File: src/csf_pkg.sv
// csf_pkg: shared constants and carrier types for the cpu status flag block
// assumes a 32-bit apb register bus and a 16-bit execution datapath on one clock
package csf_pkg;

	////////////////////////////////////////////////////////////////////////////
	// register map, byte addresses on the apb bus
	localparam int unsigned    CSF_ADDR_W      = 8;
	localparam logic [7:0]     CSF_OFF_STATUS  = 8'h00;
	localparam logic [7:0]     CSF_OFF_EVENT   = 8'h04;
	localparam logic [7:0]     CSF_OFF_MASK    = 8'h08;
	localparam logic [7:0]     CSF_OFF_CONTROL = 8'h0c;

	////////////////////////////////////////////////////////////////////////////
	// cpu_status_word field positions
	localparam int unsigned    CSF_BIT_OVF_A   = 15;
	localparam int unsigned    CSF_BIT_OVF_B   = 14;
	localparam int unsigned    CSF_BIT_CLMP_A  = 13;
	localparam int unsigned    CSF_BIT_CLMP_B  = 12;
	localparam int unsigned    CSF_BIT_OVF_OR  = 11;
	localparam int unsigned    CSF_BIT_CLMP_OR = 10;
	localparam int unsigned    CSF_BIT_LOOP    = 9;
	localparam int unsigned    CSF_BIT_HCARRY  = 8;
	localparam int unsigned    CSF_BIT_PRIO_HI = 7;
	localparam int unsigned    CSF_BIT_PRIO_LO = 5;
	localparam int unsigned    CSF_BIT_RPT     = 4;
	localparam int unsigned    CSF_BIT_N       = 3;
	localparam int unsigned    CSF_BIT_WRAP    = 2;
	localparam int unsigned    CSF_BIT_Z       = 1;
	localparam int unsigned    CSF_BIT_C       = 0;
	localparam logic [15:0]    CSF_STATUS_RST  = 16'h0000;
	localparam logic [2:0]     CSF_PRIO_RST    = 3'h0;
	localparam logic [2:0]     CSF_PRIO_MAX    = 3'h7;

	////////////////////////////////////////////////////////////////////////////
	// control register: priority top bit and nesting disable
	localparam int unsigned    CSF_CTL_TOP     = 0;
	localparam int unsigned    CSF_CTL_NSTD    = 1;
	localparam int unsigned    CSF_CTL_W       = 2;
	localparam logic [1:0]     CSF_CTL_RST     = 2'h0;

	////////////////////////////////////////////////////////////////////////////
	// event status and mask layout
	localparam int unsigned    CSF_EVT_OVF_A   = 0;
	localparam int unsigned    CSF_EVT_OVF_B   = 1;
	localparam int unsigned    CSF_EVT_SAT_A   = 2;
	localparam int unsigned    CSF_EVT_SAT_B   = 3;
	localparam int unsigned    CSF_EVT_WRAP    = 4;
	localparam int unsigned    CSF_EVT_W       = 5;
	localparam logic [4:0]     CSF_EVT_RST     = 5'h00;
	localparam logic [4:0]     CSF_MASK_RST    = 5'h00;

	////////////////////////////////////////////////////////////////////////////
	// alu sizes: half carry taps bit 3 for bytes and bit 7 for words
	localparam int unsigned    CSF_DATA_W      = 16;
	localparam int unsigned    CSF_BYTE_W      = 8;
	localparam int unsigned    CSF_HC_BYTE     = 4;
	localparam int unsigned    CSF_HC_WORD     = 8;

	typedef struct packed {
		logic        valid;
		logic        sub;
		logic        byte_mode;
		logic        carry_in;
		logic [15:0] opa;
		logic [15:0] opb;
	} csf_alu_op_t;

	typedef struct packed {
		logic n;
		logic wrap;
		logic z;
		logic c;
		logic hc;
	} csf_alu_flags_t;

	typedef struct packed {
		logic valid;
		logic ovf_a;
		logic ovf_b;
		logic sat_a;
		logic sat_b;
	} csf_dsp_evt_t;

endpackage

File: src/csf_alu_flags.sv
// csf_alu_flags: combinational flag generation for one add or subtract
// assumes operands valid in the same cycle; subtract means a + ~b + carry_in
`timescale 1ns/100ps
module csf_alu_flags (
	input  csf_pkg::csf_alu_op_t    op_in,
	output csf_pkg::csf_alu_flags_t flags_out
);
	import csf_pkg::*;

	logic [CSF_DATA_W-1:0] b_eff;
	logic [CSF_DATA_W:0]   sum_full;
	logic [CSF_HC_BYTE:0]  nib_sum;
	logic [CSF_HC_WORD:0]  byte_sum;
	logic                  msb_a;
	logic                  msb_b;
	logic                  msb_r;

	always_comb begin
		b_eff     = op_in.sub ? ~op_in.opb : op_in.opb;
		sum_full  = {1'b0, op_in.opa} + {1'b0, b_eff} + {{CSF_DATA_W{1'b0}}, op_in.carry_in};
		nib_sum   = {1'b0, op_in.opa[CSF_HC_BYTE-1:0]} + {1'b0, b_eff[CSF_HC_BYTE-1:0]}
			+ {{CSF_HC_BYTE{1'b0}}, op_in.carry_in};
		byte_sum  = {1'b0, op_in.opa[CSF_HC_WORD-1:0]} + {1'b0, b_eff[CSF_HC_WORD-1:0]}
			+ {{CSF_HC_WORD{1'b0}}, op_in.carry_in};
		if (op_in.byte_mode) begin
			msb_a        = op_in.opa[CSF_BYTE_W-1];
			msb_b        = b_eff[CSF_BYTE_W-1];
			msb_r        = sum_full[CSF_BYTE_W-1];
			flags_out.c  = byte_sum[CSF_HC_WORD];
			flags_out.z  = (sum_full[CSF_BYTE_W-1:0] == 8'h00);
			flags_out.hc = nib_sum[CSF_HC_BYTE];
		end else begin
			msb_a        = op_in.opa[CSF_DATA_W-1];
			msb_b        = b_eff[CSF_DATA_W-1];
			msb_r        = sum_full[CSF_DATA_W-1];
			flags_out.c  = sum_full[CSF_DATA_W];
			flags_out.z  = (sum_full[CSF_DATA_W-1:0] == 16'h0000);
			flags_out.hc = byte_sum[CSF_HC_WORD];
		end
		flags_out.n    = msb_r;
		// like-signed inputs whose sum flips sign
		flags_out.wrap = (msb_a == msb_b) && (msb_r != msb_a);
	end

endmodule

File: src/csf_status_flags.sv
// csf_status_flags: cpu status word with dsp, loop, priority and alu flags
// assumes datapath strobes on REF_CLK_IN and an apb master for software access
//
// Decided for this implementation: the register offsets and the APB interface to the registers.
`timescale 1ns/100ps
module csf_status_flags (
	input  wire logic                   REF_CLK_IN,
	input  wire logic                   SYS_RST_IN,
	input  wire logic                   PSEL_IN,
	input  wire logic                   PENABLE_IN,
	input  wire logic                   PWRITE_IN,
	input  wire logic [7:0]             PADDR_IN,
	input  wire logic [31:0]            PWDATA_IN,
	input  wire logic [3:0]             PSTRB_IN,
	output logic      [31:0]            PRDATA_OUT,
	output logic                        PREADY_OUT,
	output logic                        PSLVERR_OUT,
	input  csf_pkg::csf_alu_op_t        ALU_OP_IN,
	input  csf_pkg::csf_dsp_evt_t       DSP_EVT_IN,
	input  wire logic                   REPEAT_ACTIVE_IN,
	input  wire logic                   DO_LOOP_ACTIVE_IN,
	output logic      [15:0]            STATUS_WORD_OUT,
	output logic      [3:0]             PRIORITY_LEVEL_OUT,
	output logic                        USER_IRQ_BLOCKED_OUT,
	output logic                        IRQ_OUT
);
	import csf_pkg::*;

	////////////////////////////////////////////////////////////////////////////
	// alu flag generation

	csf_alu_flags_t alu_flags;

	csf_alu_flags u_alu_flags (
		.op_in     (ALU_OP_IN),
		.flags_out (alu_flags)
	);

	////////////////////////////////////////////////////////////////////////////
	// apb decode

	logic        setup_phase;
	logic        access_wr;
	logic        addr_ok;
	logic        wr_status;
	logic        wr_event;
	logic        wr_mask;
	logic        wr_ctrl;
	logic        lane0;
	logic        lane1;
	logic [15:0] wdata16;

	always_comb begin
		setup_phase = PSEL_IN && !PENABLE_IN;
		access_wr   = PSEL_IN && PENABLE_IN && PWRITE_IN;
		addr_ok     = (PADDR_IN == CSF_OFF_STATUS) || (PADDR_IN == CSF_OFF_EVENT)
			|| (PADDR_IN == CSF_OFF_MASK) || (PADDR_IN == CSF_OFF_CONTROL);
		wr_status   = access_wr && (PADDR_IN == CSF_OFF_STATUS);
		wr_event    = access_wr && (PADDR_IN == CSF_OFF_EVENT) && PSTRB_IN[0];
		wr_mask     = access_wr && (PADDR_IN == CSF_OFF_MASK) && PSTRB_IN[0];
		wr_ctrl     = access_wr && (PADDR_IN == CSF_OFF_CONTROL) && PSTRB_IN[0];
		lane0       = wr_status && PSTRB_IN[0];
		lane1       = wr_status && PSTRB_IN[1];
		wdata16     = PWDATA_IN[15:0];
	end

	////////////////////////////////////////////////////////////////////////////
	// dsp flags: overflow and sticky clamp

	logic ovf_a_reg;
	logic ovf_a_next;
	logic ovf_b_reg;
	logic ovf_b_next;
	logic clmp_a_reg;
	logic clmp_a_next;
	logic clmp_b_reg;
	logic clmp_b_next;

	always_comb begin
		ovf_a_next  = ovf_a_reg;
		ovf_b_next  = ovf_b_reg;
		clmp_a_next = clmp_a_reg;
		clmp_b_next = clmp_b_reg;
		if (lane1) begin
			ovf_a_next  = wdata16[CSF_BIT_OVF_A];
			ovf_b_next  = wdata16[CSF_BIT_OVF_B];
			// zero in the combined bit clears both sticky bits
			clmp_a_next = wdata16[CSF_BIT_CLMP_A] && wdata16[CSF_BIT_CLMP_OR];
			clmp_b_next = wdata16[CSF_BIT_CLMP_B] && wdata16[CSF_BIT_CLMP_OR];
		end
		if (DSP_EVT_IN.valid) begin
			ovf_a_next = DSP_EVT_IN.ovf_a;
			ovf_b_next = DSP_EVT_IN.ovf_b;
			// saturation sets win over a software clear
			if (DSP_EVT_IN.sat_a) begin
				clmp_a_next = 1'b1;
			end
			if (DSP_EVT_IN.sat_b) begin
				clmp_b_next = 1'b1;
			end
		end
	end

	always_ff @(posedge REF_CLK_IN) begin
		if (SYS_RST_IN) begin
			ovf_a_reg  <= CSF_STATUS_RST[CSF_BIT_OVF_A];
			ovf_b_reg  <= CSF_STATUS_RST[CSF_BIT_OVF_B];
			clmp_a_reg <= CSF_STATUS_RST[CSF_BIT_CLMP_A];
			clmp_b_reg <= CSF_STATUS_RST[CSF_BIT_CLMP_B];
		end else begin
			ovf_a_reg  <= ovf_a_next;
			ovf_b_reg  <= ovf_b_next;
			clmp_a_reg <= clmp_a_next;
			clmp_b_reg <= clmp_b_next;
		end
	end

	////////////////////////////////////////////////////////////////////////////
	// alu result flags and loop indicators

	logic       n_reg;
	logic       n_next;
	logic       wrap_reg;
	logic       wrap_next;
	logic       z_reg;
	logic       z_next;
	logic       c_reg;
	logic       c_next;
	logic       hc_reg;
	logic       hc_next;
	logic       rpt_reg;
	logic       loop_reg;

	always_comb begin
		n_next    = n_reg;
		wrap_next = wrap_reg;
		z_next    = z_reg;
		c_next    = c_reg;
		hc_next   = hc_reg;
		if (lane0) begin
			n_next    = wdata16[CSF_BIT_N];
			wrap_next = wdata16[CSF_BIT_WRAP];
			z_next    = wdata16[CSF_BIT_Z];
			c_next    = wdata16[CSF_BIT_C];
		end
		if (lane1) begin
			hc_next = wdata16[CSF_BIT_HCARRY];
		end
		// an alu update in the same cycle overrides software
		if (ALU_OP_IN.valid) begin
			n_next    = alu_flags.n;
			wrap_next = alu_flags.wrap;
			z_next    = alu_flags.z;
			c_next    = alu_flags.c;
			hc_next   = alu_flags.hc;
		end
	end

	always_ff @(posedge REF_CLK_IN) begin
		if (SYS_RST_IN) begin
			n_reg    <= CSF_STATUS_RST[CSF_BIT_N];
			wrap_reg <= CSF_STATUS_RST[CSF_BIT_WRAP];
			z_reg    <= CSF_STATUS_RST[CSF_BIT_Z];
			c_reg    <= CSF_STATUS_RST[CSF_BIT_C];
			hc_reg   <= CSF_STATUS_RST[CSF_BIT_HCARRY];
			rpt_reg  <= CSF_STATUS_RST[CSF_BIT_RPT];
			loop_reg <= CSF_STATUS_RST[CSF_BIT_LOOP];
		end else begin
			n_reg    <= n_next;
			wrap_reg <= wrap_next;
			z_reg    <= z_next;
			c_reg    <= c_next;
			hc_reg   <= hc_next;
			rpt_reg  <= REPEAT_ACTIVE_IN;
			loop_reg <= DO_LOOP_ACTIVE_IN;
		end
	end

	////////////////////////////////////////////////////////////////////////////
	// priority field and control

	logic [2:0]           prio_reg;
	logic [2:0]           prio_next;
	logic [CSF_CTL_W-1:0] ctrl_reg;
	logic [CSF_CTL_W-1:0] ctrl_next;

	always_comb begin
		prio_next = prio_reg;
		ctrl_next = ctrl_reg;
		if (lane0 && !ctrl_reg[CSF_CTL_NSTD]) begin
			prio_next = wdata16[CSF_BIT_PRIO_HI:CSF_BIT_PRIO_LO];
		end
		if (wr_ctrl) begin
			ctrl_next = PWDATA_IN[CSF_CTL_W-1:0];
		end
	end

	always_ff @(posedge REF_CLK_IN) begin
		if (SYS_RST_IN) begin
			prio_reg <= CSF_PRIO_RST;
			ctrl_reg <= CSF_CTL_RST;
		end else begin
			prio_reg <= prio_next;
			ctrl_reg <= ctrl_next;
		end
	end

	////////////////////////////////////////////////////////////////////////////
	// events, mask and interrupt

	logic [CSF_EVT_W-1:0] evt_reg;
	logic [CSF_EVT_W-1:0] evt_next;
	logic [CSF_EVT_W-1:0] evt_set;
	logic [CSF_EVT_W-1:0] evt_clr;
	logic [CSF_EVT_W-1:0] mask_reg;
	logic [CSF_EVT_W-1:0] mask_next;
	logic                 irq_reg;
	logic                 irq_next;

	always_comb begin
		evt_set                 = '0;
		evt_set[CSF_EVT_OVF_A]  = DSP_EVT_IN.valid && DSP_EVT_IN.ovf_a;
		evt_set[CSF_EVT_OVF_B]  = DSP_EVT_IN.valid && DSP_EVT_IN.ovf_b;
		evt_set[CSF_EVT_SAT_A]  = DSP_EVT_IN.valid && DSP_EVT_IN.sat_a;
		evt_set[CSF_EVT_SAT_B]  = DSP_EVT_IN.valid && DSP_EVT_IN.sat_b;
		evt_set[CSF_EVT_WRAP]   = ALU_OP_IN.valid && alu_flags.wrap;
		evt_clr                 = wr_event ? PWDATA_IN[CSF_EVT_W-1:0] : '0;
		// set wins over write-one-to-clear
		evt_next                = (evt_reg & ~evt_clr) | evt_set;
		mask_next               = wr_mask ? PWDATA_IN[CSF_EVT_W-1:0] : mask_reg;
		irq_next                = |(evt_next & mask_next);
	end

	always_ff @(posedge REF_CLK_IN) begin
		if (SYS_RST_IN) begin
			evt_reg  <= CSF_EVT_RST;
			mask_reg <= CSF_MASK_RST;
			irq_reg  <= 1'b0;
		end else begin
			evt_reg  <= evt_next;
			mask_reg <= mask_next;
			irq_reg  <= irq_next;
		end
	end

	////////////////////////////////////////////////////////////////////////////
	// status word assembly

	logic [15:0] status_word;

	always_comb begin
		status_word                              = CSF_STATUS_RST;
		status_word[CSF_BIT_OVF_A]                   = ovf_a_reg;
		status_word[CSF_BIT_OVF_B]                   = ovf_b_reg;
		status_word[CSF_BIT_CLMP_A]                  = clmp_a_reg;
		status_word[CSF_BIT_CLMP_B]                  = clmp_b_reg;
		status_word[CSF_BIT_OVF_OR]                  = ovf_a_reg || ovf_b_reg;
		status_word[CSF_BIT_CLMP_OR]                 = clmp_a_reg || clmp_b_reg;
		status_word[CSF_BIT_LOOP]                    = loop_reg;
		status_word[CSF_BIT_HCARRY]                  = hc_reg;
		status_word[CSF_BIT_PRIO_HI:CSF_BIT_PRIO_LO] = prio_reg;
		status_word[CSF_BIT_RPT]                     = rpt_reg;
		status_word[CSF_BIT_N]                       = n_reg;
		status_word[CSF_BIT_WRAP]                    = wrap_reg;
		status_word[CSF_BIT_Z]                   = z_reg;
		status_word[CSF_BIT_C]                   = c_reg;
	end

	////////////////////////////////////////////////////////////////////////////
	// apb read data and error, captured in the setup cycle

	logic [31:0] rdata_reg;
	logic [31:0] rdata_next;
	logic        err_reg;
	logic        err_next;

	always_comb begin
		rdata_next = rdata_reg;
		err_next   = err_reg;
		if (setup_phase) begin
			err_next = !addr_ok;
			case (PADDR_IN)
				CSF_OFF_STATUS: begin
					rdata_next = {16'h0000, status_word};
				end
				CSF_OFF_EVENT: begin
					rdata_next = {{(32-CSF_EVT_W){1'b0}}, evt_reg};
				end
				CSF_OFF_MASK: begin
					rdata_next = {{(32-CSF_EVT_W){1'b0}}, mask_reg};
				end
				CSF_OFF_CONTROL: begin
					rdata_next = {{(32-CSF_CTL_W){1'b0}}, ctrl_reg};
				end
				default: begin
					rdata_next = 32'h0000_0000;
				end
			endcase
		end
	end

	always_ff @(posedge REF_CLK_IN) begin
		if (SYS_RST_IN) begin
			rdata_reg <= 32'h0000_0000;
			err_reg   <= 1'b0;
		end else begin
			rdata_reg <= rdata_next;
			err_reg   <= err_next;
		end
	end

	////////////////////////////////////////////////////////////////////////////
	// outputs

	always_comb begin
		PRDATA_OUT           = rdata_reg;
		PREADY_OUT           = 1'b1;
		PSLVERR_OUT          = PSEL_IN && PENABLE_IN && err_reg;
		STATUS_WORD_OUT      = status_word;
		PRIORITY_LEVEL_OUT   = {ctrl_reg[CSF_CTL_TOP], prio_reg};
		USER_IRQ_BLOCKED_OUT = (prio_reg == CSF_PRIO_MAX);
		IRQ_OUT              = irq_reg;
	end

endmodule

File: config.mk
export PLATFORM = sky130hd
export DESIGN_NAME = csf_status_flags
export DESIGN_NICKNAME = d
export VERILOG_FILES = /design/src/csf_pkg.sv /design/src/csf_alu_flags.sv /design/src/csf_status_flags.sv
export SDC_FILE = /design/constraint.sdc
export NUM_CORES = 1
export LEC_CHECK = 0
export BUFFER_PORTS_ARGS = -buffer_cell sky130_fd_sc_hd__buf_2
export CAP_MARGIN = 0
export CORE_MARGIN = 4
export CORE_UTILIZATION = 42
export CTS_CLUSTER_DIAMETER = 120
export DETAILED_ROUTE_END_ITERATION = 10
export HOLD_SLACK_MARGIN = 0.05
export PLACE_DENSITY = 0.73
export SLEW_MARGIN = 20
export SYNTH_ARGS = -nofsm -noshare
export SYNTH_HDL_FRONTEND = slang
export SYNTH_SLANG_ARGS = --single-unit
File: constraint.sdc
create_clock -name REF_CLK_IN -period 3.9 [get_ports REF_CLK_IN]
set_clock_uncertainty 0.15 [all_clocks]
set_input_delay 0.195 -clock REF_CLK_IN [delete_from_list [all_inputs] [get_ports REF_CLK_IN]]
set_output_delay 0.195 -clock REF_CLK_IN [all_outputs]
set_load 0.02 [all_outputs]
==> results.sh, run 1 <==
export IMPL_status="complete, no violations"
export IMPL_p_seq_frac=0.380
export IMPL_die_w_um=95.6
export IMPL_viasPerCell=5.21
export IMPL_clk_pin_slew_ns=0.08
export IMPL_clk_latency_ns=0.29
export IMPL_avgSynthCellArea_um2=8.01
export IMPL_drc=0
export IMPL_yosysMostFrequentCell="nor2_1"
export IMPL_largest_reg_flops=16
export IMPL_worstPathRequired_ns=3.98
export IMPL_synth_edf_count=0
export IMPL_start_kind="input port"
export IMPL_synth_seq_cells=44
export IMPL_min_period_ns=3.04
export IMPL_antenna_cells=0
export IMPL_port_buffers=110
export IMPL_ys_top_cells_by_count="nor2_1 (55), dfxtp_1 (44), buf_4 (32)"
export IMPL_synthArstFlopShare=0
export IMPL_cts_buffers=5
export IMPL_cap_viol_max_count=0
export IMPL_dieArea_um2=9130
export IMPL_wire_per_inst_um=13.5
export IMPL_rsz0062_at_grt="false"
export IMPL_synth_top_area_share=0.274
export IMPL_yosysSeqAreaShare=0.274
export IMPL_post_place_ws_ns=0.615
export IMPL_grt_overflow=0
export IMPL_place_gp_congestion=0.875
export IMPL_nFillCells=738
export IMPL_grt_pass1_wl_mm=12.8
export IMPL_fin_crit_sh=0.779
export IMPL_synth_flop_cell="dfxtp_1"
export IMPL_finalHoldViolations=0
export IMPL_power_density_nw_per_um2=318
export IMPL_p_comb_frac=0.328
export IMPL_maxSlewHeadroom=0.342
export IMPL_grt_pass1_vias=2858
export IMPL_switching_share=0.320
export IMPL_synth_distinct_cells=54
export IMPL_syn_area_um2=3220
export IMPL_area_delta_synth_final_pct=21.2
export IMPL_regArea_um2=881
export IMPL_post_cts_buffers=0
export IMPL_setup_worst_path_end_class="register"
export IMPL_ant_nets=0
export IMPL_drtPass1Iterations=5
export IMPL_path_max_fanout=12
export IMPL_drive_gt1_frac=0.273
export IMPL_startpoint="ALU_OP_IN[34]"
export IMPL_yosys_area_top_type="dfxtp_1"
export IMPL_vias=3117
export IMPL_rows=31
export IMPL_reg2reg_from="evt_reg[0]"
export IMPL_antenna_found_initial=0
export IMPL_die_h_um=95.6
export IMPL_finalSetupTns_ns=0
export IMPL_core_area_um2=7370
export IMPL_p_leak_uw=0.00187
export IMPL_yosysWarningCount=0
export IMPL_power_internal_uw=845
export IMPL_drtIter0Drc=105
export IMPL_p_sw_uw=397
export IMPL_hold_depth=3
export IMPL_setup_violations=0
export IMPL_max_vdd_ir_drop_uv=130
export IMPL_arrival_ns=3.12
export IMPL_hold_path_class="input port to register"
export IMPL_r2r_cells=5
export IMPL_hold_start="DSP_EVT_IN[0]"
export IMPL_final_nets=607
export IMPL_cts_num_sinks=44
export IMPL_multi_input_area_um2=2060
export IMPL_track_usage=0.172
export IMPL_ctsResizeCount=0
export IMPL_worst_pin_slew_ns=0.979
export IMPL_grt_max_degree=46
export IMPL_slew_viol_final=0
export IMPL_fin_ws_ns=0.861
export IMPL_ios=148
export IMPL_max_freq_mhz=329
export IMPL_htreeDepth=2
export IMPL_netlist_instances=402
export IMPL_cts_root_buf="clkbuf_8"
export IMPL_critical_path_class="input port to register"
export IMPL_ctsHoldBuffers=12
export IMPL_drt_total_wl_mm=8.05
export IMPL_ys_top_cells_by_area="dfxtp_1 (27%), buf_4 (7.5%), nor2_1 (6.4%)"
export IMPL_power_frac_clock=0.292
export IMPL_start_util=0.437
export IMPL_cts_buffer_depth=2
export IMPL_cts_tree="done"
export IMPL_dp_hpwl_mm=6.44
critical path: stages:
cell and delay (ns):
buf_2 0.29, xor2_1 0.22, fa_1 0.26, inv_1 0.07
fa_1 0.39, nor2b_1 0.22, o211ai_1 0.15, o21ai_1 0.39
a221oi_1 0.18, xnor2_1 0.17, nor4_1 0.33, nand4_1 0.13
o21ai_1 0.13
cells in the final DEF, fill, tap and decap left out, types with 8 or more instances in the layout:
cell type,n
nor2b_1,8
o21ai_0,16
dfxtp_1,44
mux2i_1,17
a21oi_1,25
a22oi_1,15
and3_1,8
ha_1,15
xor2_1,21
nand2_1,31
nor2_1,55
buf_2,110
inv_1,9
conb_1,17
dlygate4sd3_1,12
through the flow:
step / instances / instance area (um2) / hold slack, ns / power, uW / util
6_report: 598 / 3900 / 0.0608 / 1240 / 0.530
3_3_place_gp: 578 / 3660 / 0.255 / 868 / 0.497
3_5_place_dp: 578 / 3660 / 0.263 / 877 / 0.497
4_1_cts: 598 / 3900 / 0.0541 / 1250 / 0.530
2_1_floorplan: 417 / 3280 / 0.173 / 794 / -
5_1_grt: 598 / 3900 / 0.0731 / 1320 / 0.530
final timing paths:
kind / slack (ns) / to
max: 0.86 / z_reg
min: 0.06 / clmp_b_reg
max reg2reg: 2.36 / IRQ_OUT
min reg2reg: 0.30 / PRDATA_OUT[11]
routing by layer:
metal	GRT usage	vias to the layer above	wire length (um)
met3	0.0292	9	706
met1	0.217	1406	3360
met2	0.302	125	3900
met4	0.0415	0	81
li1	-	1577	-
met5	0	-	0
final cells by class:
type | instances | share of cell area
Clock inverter | 2 | 0.00994
Inverter | 9 | 0.00866
Sequential cell | 44 | 0.226
Timing Repair Buffer | 123 | 0.174
Tap cell | 99 | 0.0317
Clock buffer | 6 | 0.0212
Multi-Input combinational cell | 315 | 0.529
cell families after synthesis:
family	count (synthesis)	share of synthesized area
mux	21	0.0738
buf+inv	58	0.105
other cells	2	0.00233
fa+ha+maj	17	0.0707
flops	44	0.274
xor+xnor	24	0.0653
compound gates	100	0.208
simple gates	136	0.201
power groups by stage:
stage          combinational, uW  clock, uW  sequential, uW
2_1_floorplan                315          0             479
3_3_place_gp                 386          0             482
3_5_place_dp                 395          0             483
4_1_cts                      406        375             472
5_1_grt                      456        395             474
6_report                     407        362             472
No activity file was read; power rests on OpenSTA's default activity.
==> run 2, diff against run 1 <==
PLACE_DENSITY = 0.76   (was 0.73)
clock period = 2.75 ns   (was 3.9 ns; I/O delays follow)
==> run 2 against run 1 <==
Against the previous run:
- via count is 3.5% higher
- non-clock buffer count is 35 higher
- count of clock-buffer cells in the layout is 1 lower
- routed wire length is 5.4% higher
- final cell count is 5.9% higher
- sequential power is 42% higher
- power is 63% higher
- combinational power is 69% higher
- utilization is 4.9 points higher
- register-to-register slack worse by 1.2 ns
- largest power group is now combinational cells
==> results.sh, run 2 (synthesized netlist as in run 1, its figures left out) <==
export IMPL_cts_buffers=5
export IMPL_drt_total_wl_mm=8.48
export IMPL_layout_common_cells="buf_2 (110), nor2_1 (55), dfxtp_1 (44)"
export IMPL_critical_path_class="input port to register"
export IMPL_path_delay_family="compound AO/OA/AOI/OAI gates"
export IMPL_worst_pin_slew_ns=0.746
export IMPL_cts_num_sinks=44
export IMPL_setup_violations=0
export IMPL_cts_buffer_depth=2
export IMPL_clk_pin_slew_ns=0.08
export IMPL_start_kind="input port"
export IMPL_max_freq_mhz=384
export IMPL_power_internal_uw=1440
export IMPL_worstPathRequired_ns=2.81
export IMPL_drc=0
export IMPL_hold_path_class="input port to register"
export IMPL_cap_viol_max_count=0
export IMPL_p_leak_uw=0.00207
export IMPL_path_max_fanout=6
export IMPL_htreeDepth=2
export IMPL_grt_max_degree=45
export IMPL_fin_ws_ns=0.146
export IMPL_drtIter0Drc=84
export IMPL_max_vdd_ir_drop_uv=224
export IMPL_wire_per_inst_um=13.4
export IMPL_vias=3227
export IMPL_antenna_cells=0
export IMPL_drive_gt1_frac=0.331
export IMPL_final_common_cell="buf_2"
export IMPL_arrival_ns=2.67
export IMPL_postLayoutCoreUtil=0.579
export IMPL_port_buffers=110
export IMPL_power_density_nw_per_um2=475
export IMPL_path_cells="buf_2, buf_12, xor2_2, fa_2, a211oi_2, o211ai_1, and3_1, a2111oi_2, a311o_2, mux2i_1, nor3_2, o31ai_2"
export IMPL_p_comb_frac=0.340
export IMPL_final_nets=642
export IMPL_nFillCells=687
export IMPL_p_seq_frac=0.331
export IMPL_die_h_um=95.6
export IMPL_power_frac_clock=0.330
export IMPL_dp_hpwl_mm=6.75
export IMPL_drtPass1Iterations=4
export IMPL_core_area_um2=7370
export IMPL_p_sw_uw=589
export IMPL_cts_tree="done"
export IMPL_largest_reg_flops=16
export IMPL_grt_pass1_wl_mm=13.7
export IMPL_area_delta_synth_final_pct=32.5
export IMPL_grt_overflow=0
export IMPL_slowest_delay_ns=0.38
export IMPL_clk_latency_ns=0.29
export IMPL_min_period_ns=2.60
export IMPL_ios=148
export IMPL_start_util=0.437
export IMPL_worst_path_buf_inv=2
export IMPL_place_gp_congestion=0.861
export IMPL_rows=31
export IMPL_status="complete, no violations"
export IMPL_dieArea_um2=9130
export IMPL_track_usage=0.182
export IMPL_ant_nets=0
export IMPL_antenna_found_initial=0
export IMPL_setup_worst_path_end_class="register"
export IMPL_post_place_ws_ns=-0.157
export IMPL_grt_pass1_vias=3143
export IMPL_die_w_um=95.6
export IMPL_switching_share=0.291
export IMPL_maxSlewHeadroom=0.503
export IMPL_finalHoldViolations=0
export IMPL_viasPerCell=5.10
export IMPL_fin_crit_sh=0.947
export IMPL_crit_path_top_delay_cell="fa_2"
export IMPL_cts_root_buf="clkbuf_8"
export IMPL_rsz0062_at_grt="true"
export IMPL_slew_viol_final=0
## run 2: power groups by stage
stage	clock (uW)	combinational [uW]	sequential, uW
floorplan	0	463	680
global placement	0	649	683
detailed placement	0	664	684
CTS	679	685	669
global route	701	770	672
finish	668	688	670
## run 2: stage by stage
stage                     setup TNS [ns]  power (uW)  hold WS (ns)  instance area (um2)  cells
final                                  0        2030        0.0531                 4270    633
after CTS                              0        2030        0.0501                 4260    633
after floorplan                        0        1140         0.116                 3340    417
after global routing             -0.0165        2140        0.0679                 4270    633
after detailed placement          -0.424        1350         0.204                 3950    610
after global placement            -0.205        1330         0.198                 3950    610
## run 2: path summary, 6_finish.rpt
path	startpoint	end	slack, ns	cells past startpoint
hold / removal	ALU_OP_IN[35]	hc_reg	0.05	2
hold reg to reg	PRDATA_OUT[11]	PRDATA_OUT[11]	0.32	2
setup / recovery	ALU_OP_IN[34]	IRQ_OUT	0.15	12
setup reg to reg	evt_reg[0]	IRQ_OUT	1.18	5
## run 2: final cells by class
cell class	count	area (um2)	share of cell area
tap	99	124	0.0290
inverter	9	33.8	0.00792
timing repair buffer	158	961	0.225
clock inverter	3	90.1	0.0211
multi-input combinational	315	2110	0.494
sequential	44	881	0.206
clock buffer	5	68.8	0.0161
## run 2: metal layers
layer / global-route usage / part of all wire
met2: 0.350 / 0.52
met1: 0.204 / 0.39
met4: 0.0498 / 0.012
met5: 0 / 0
met3: 0.0268 / 0.078
## run 2: repair_timing
action                                 in CTS  in global routing
setup endpoints to repair                   0                  2
endpoints found under the hold margin      21                  0
setup buffers                               0                  0
gates resized for setup                     0                  3
hold buffers                               15                  0
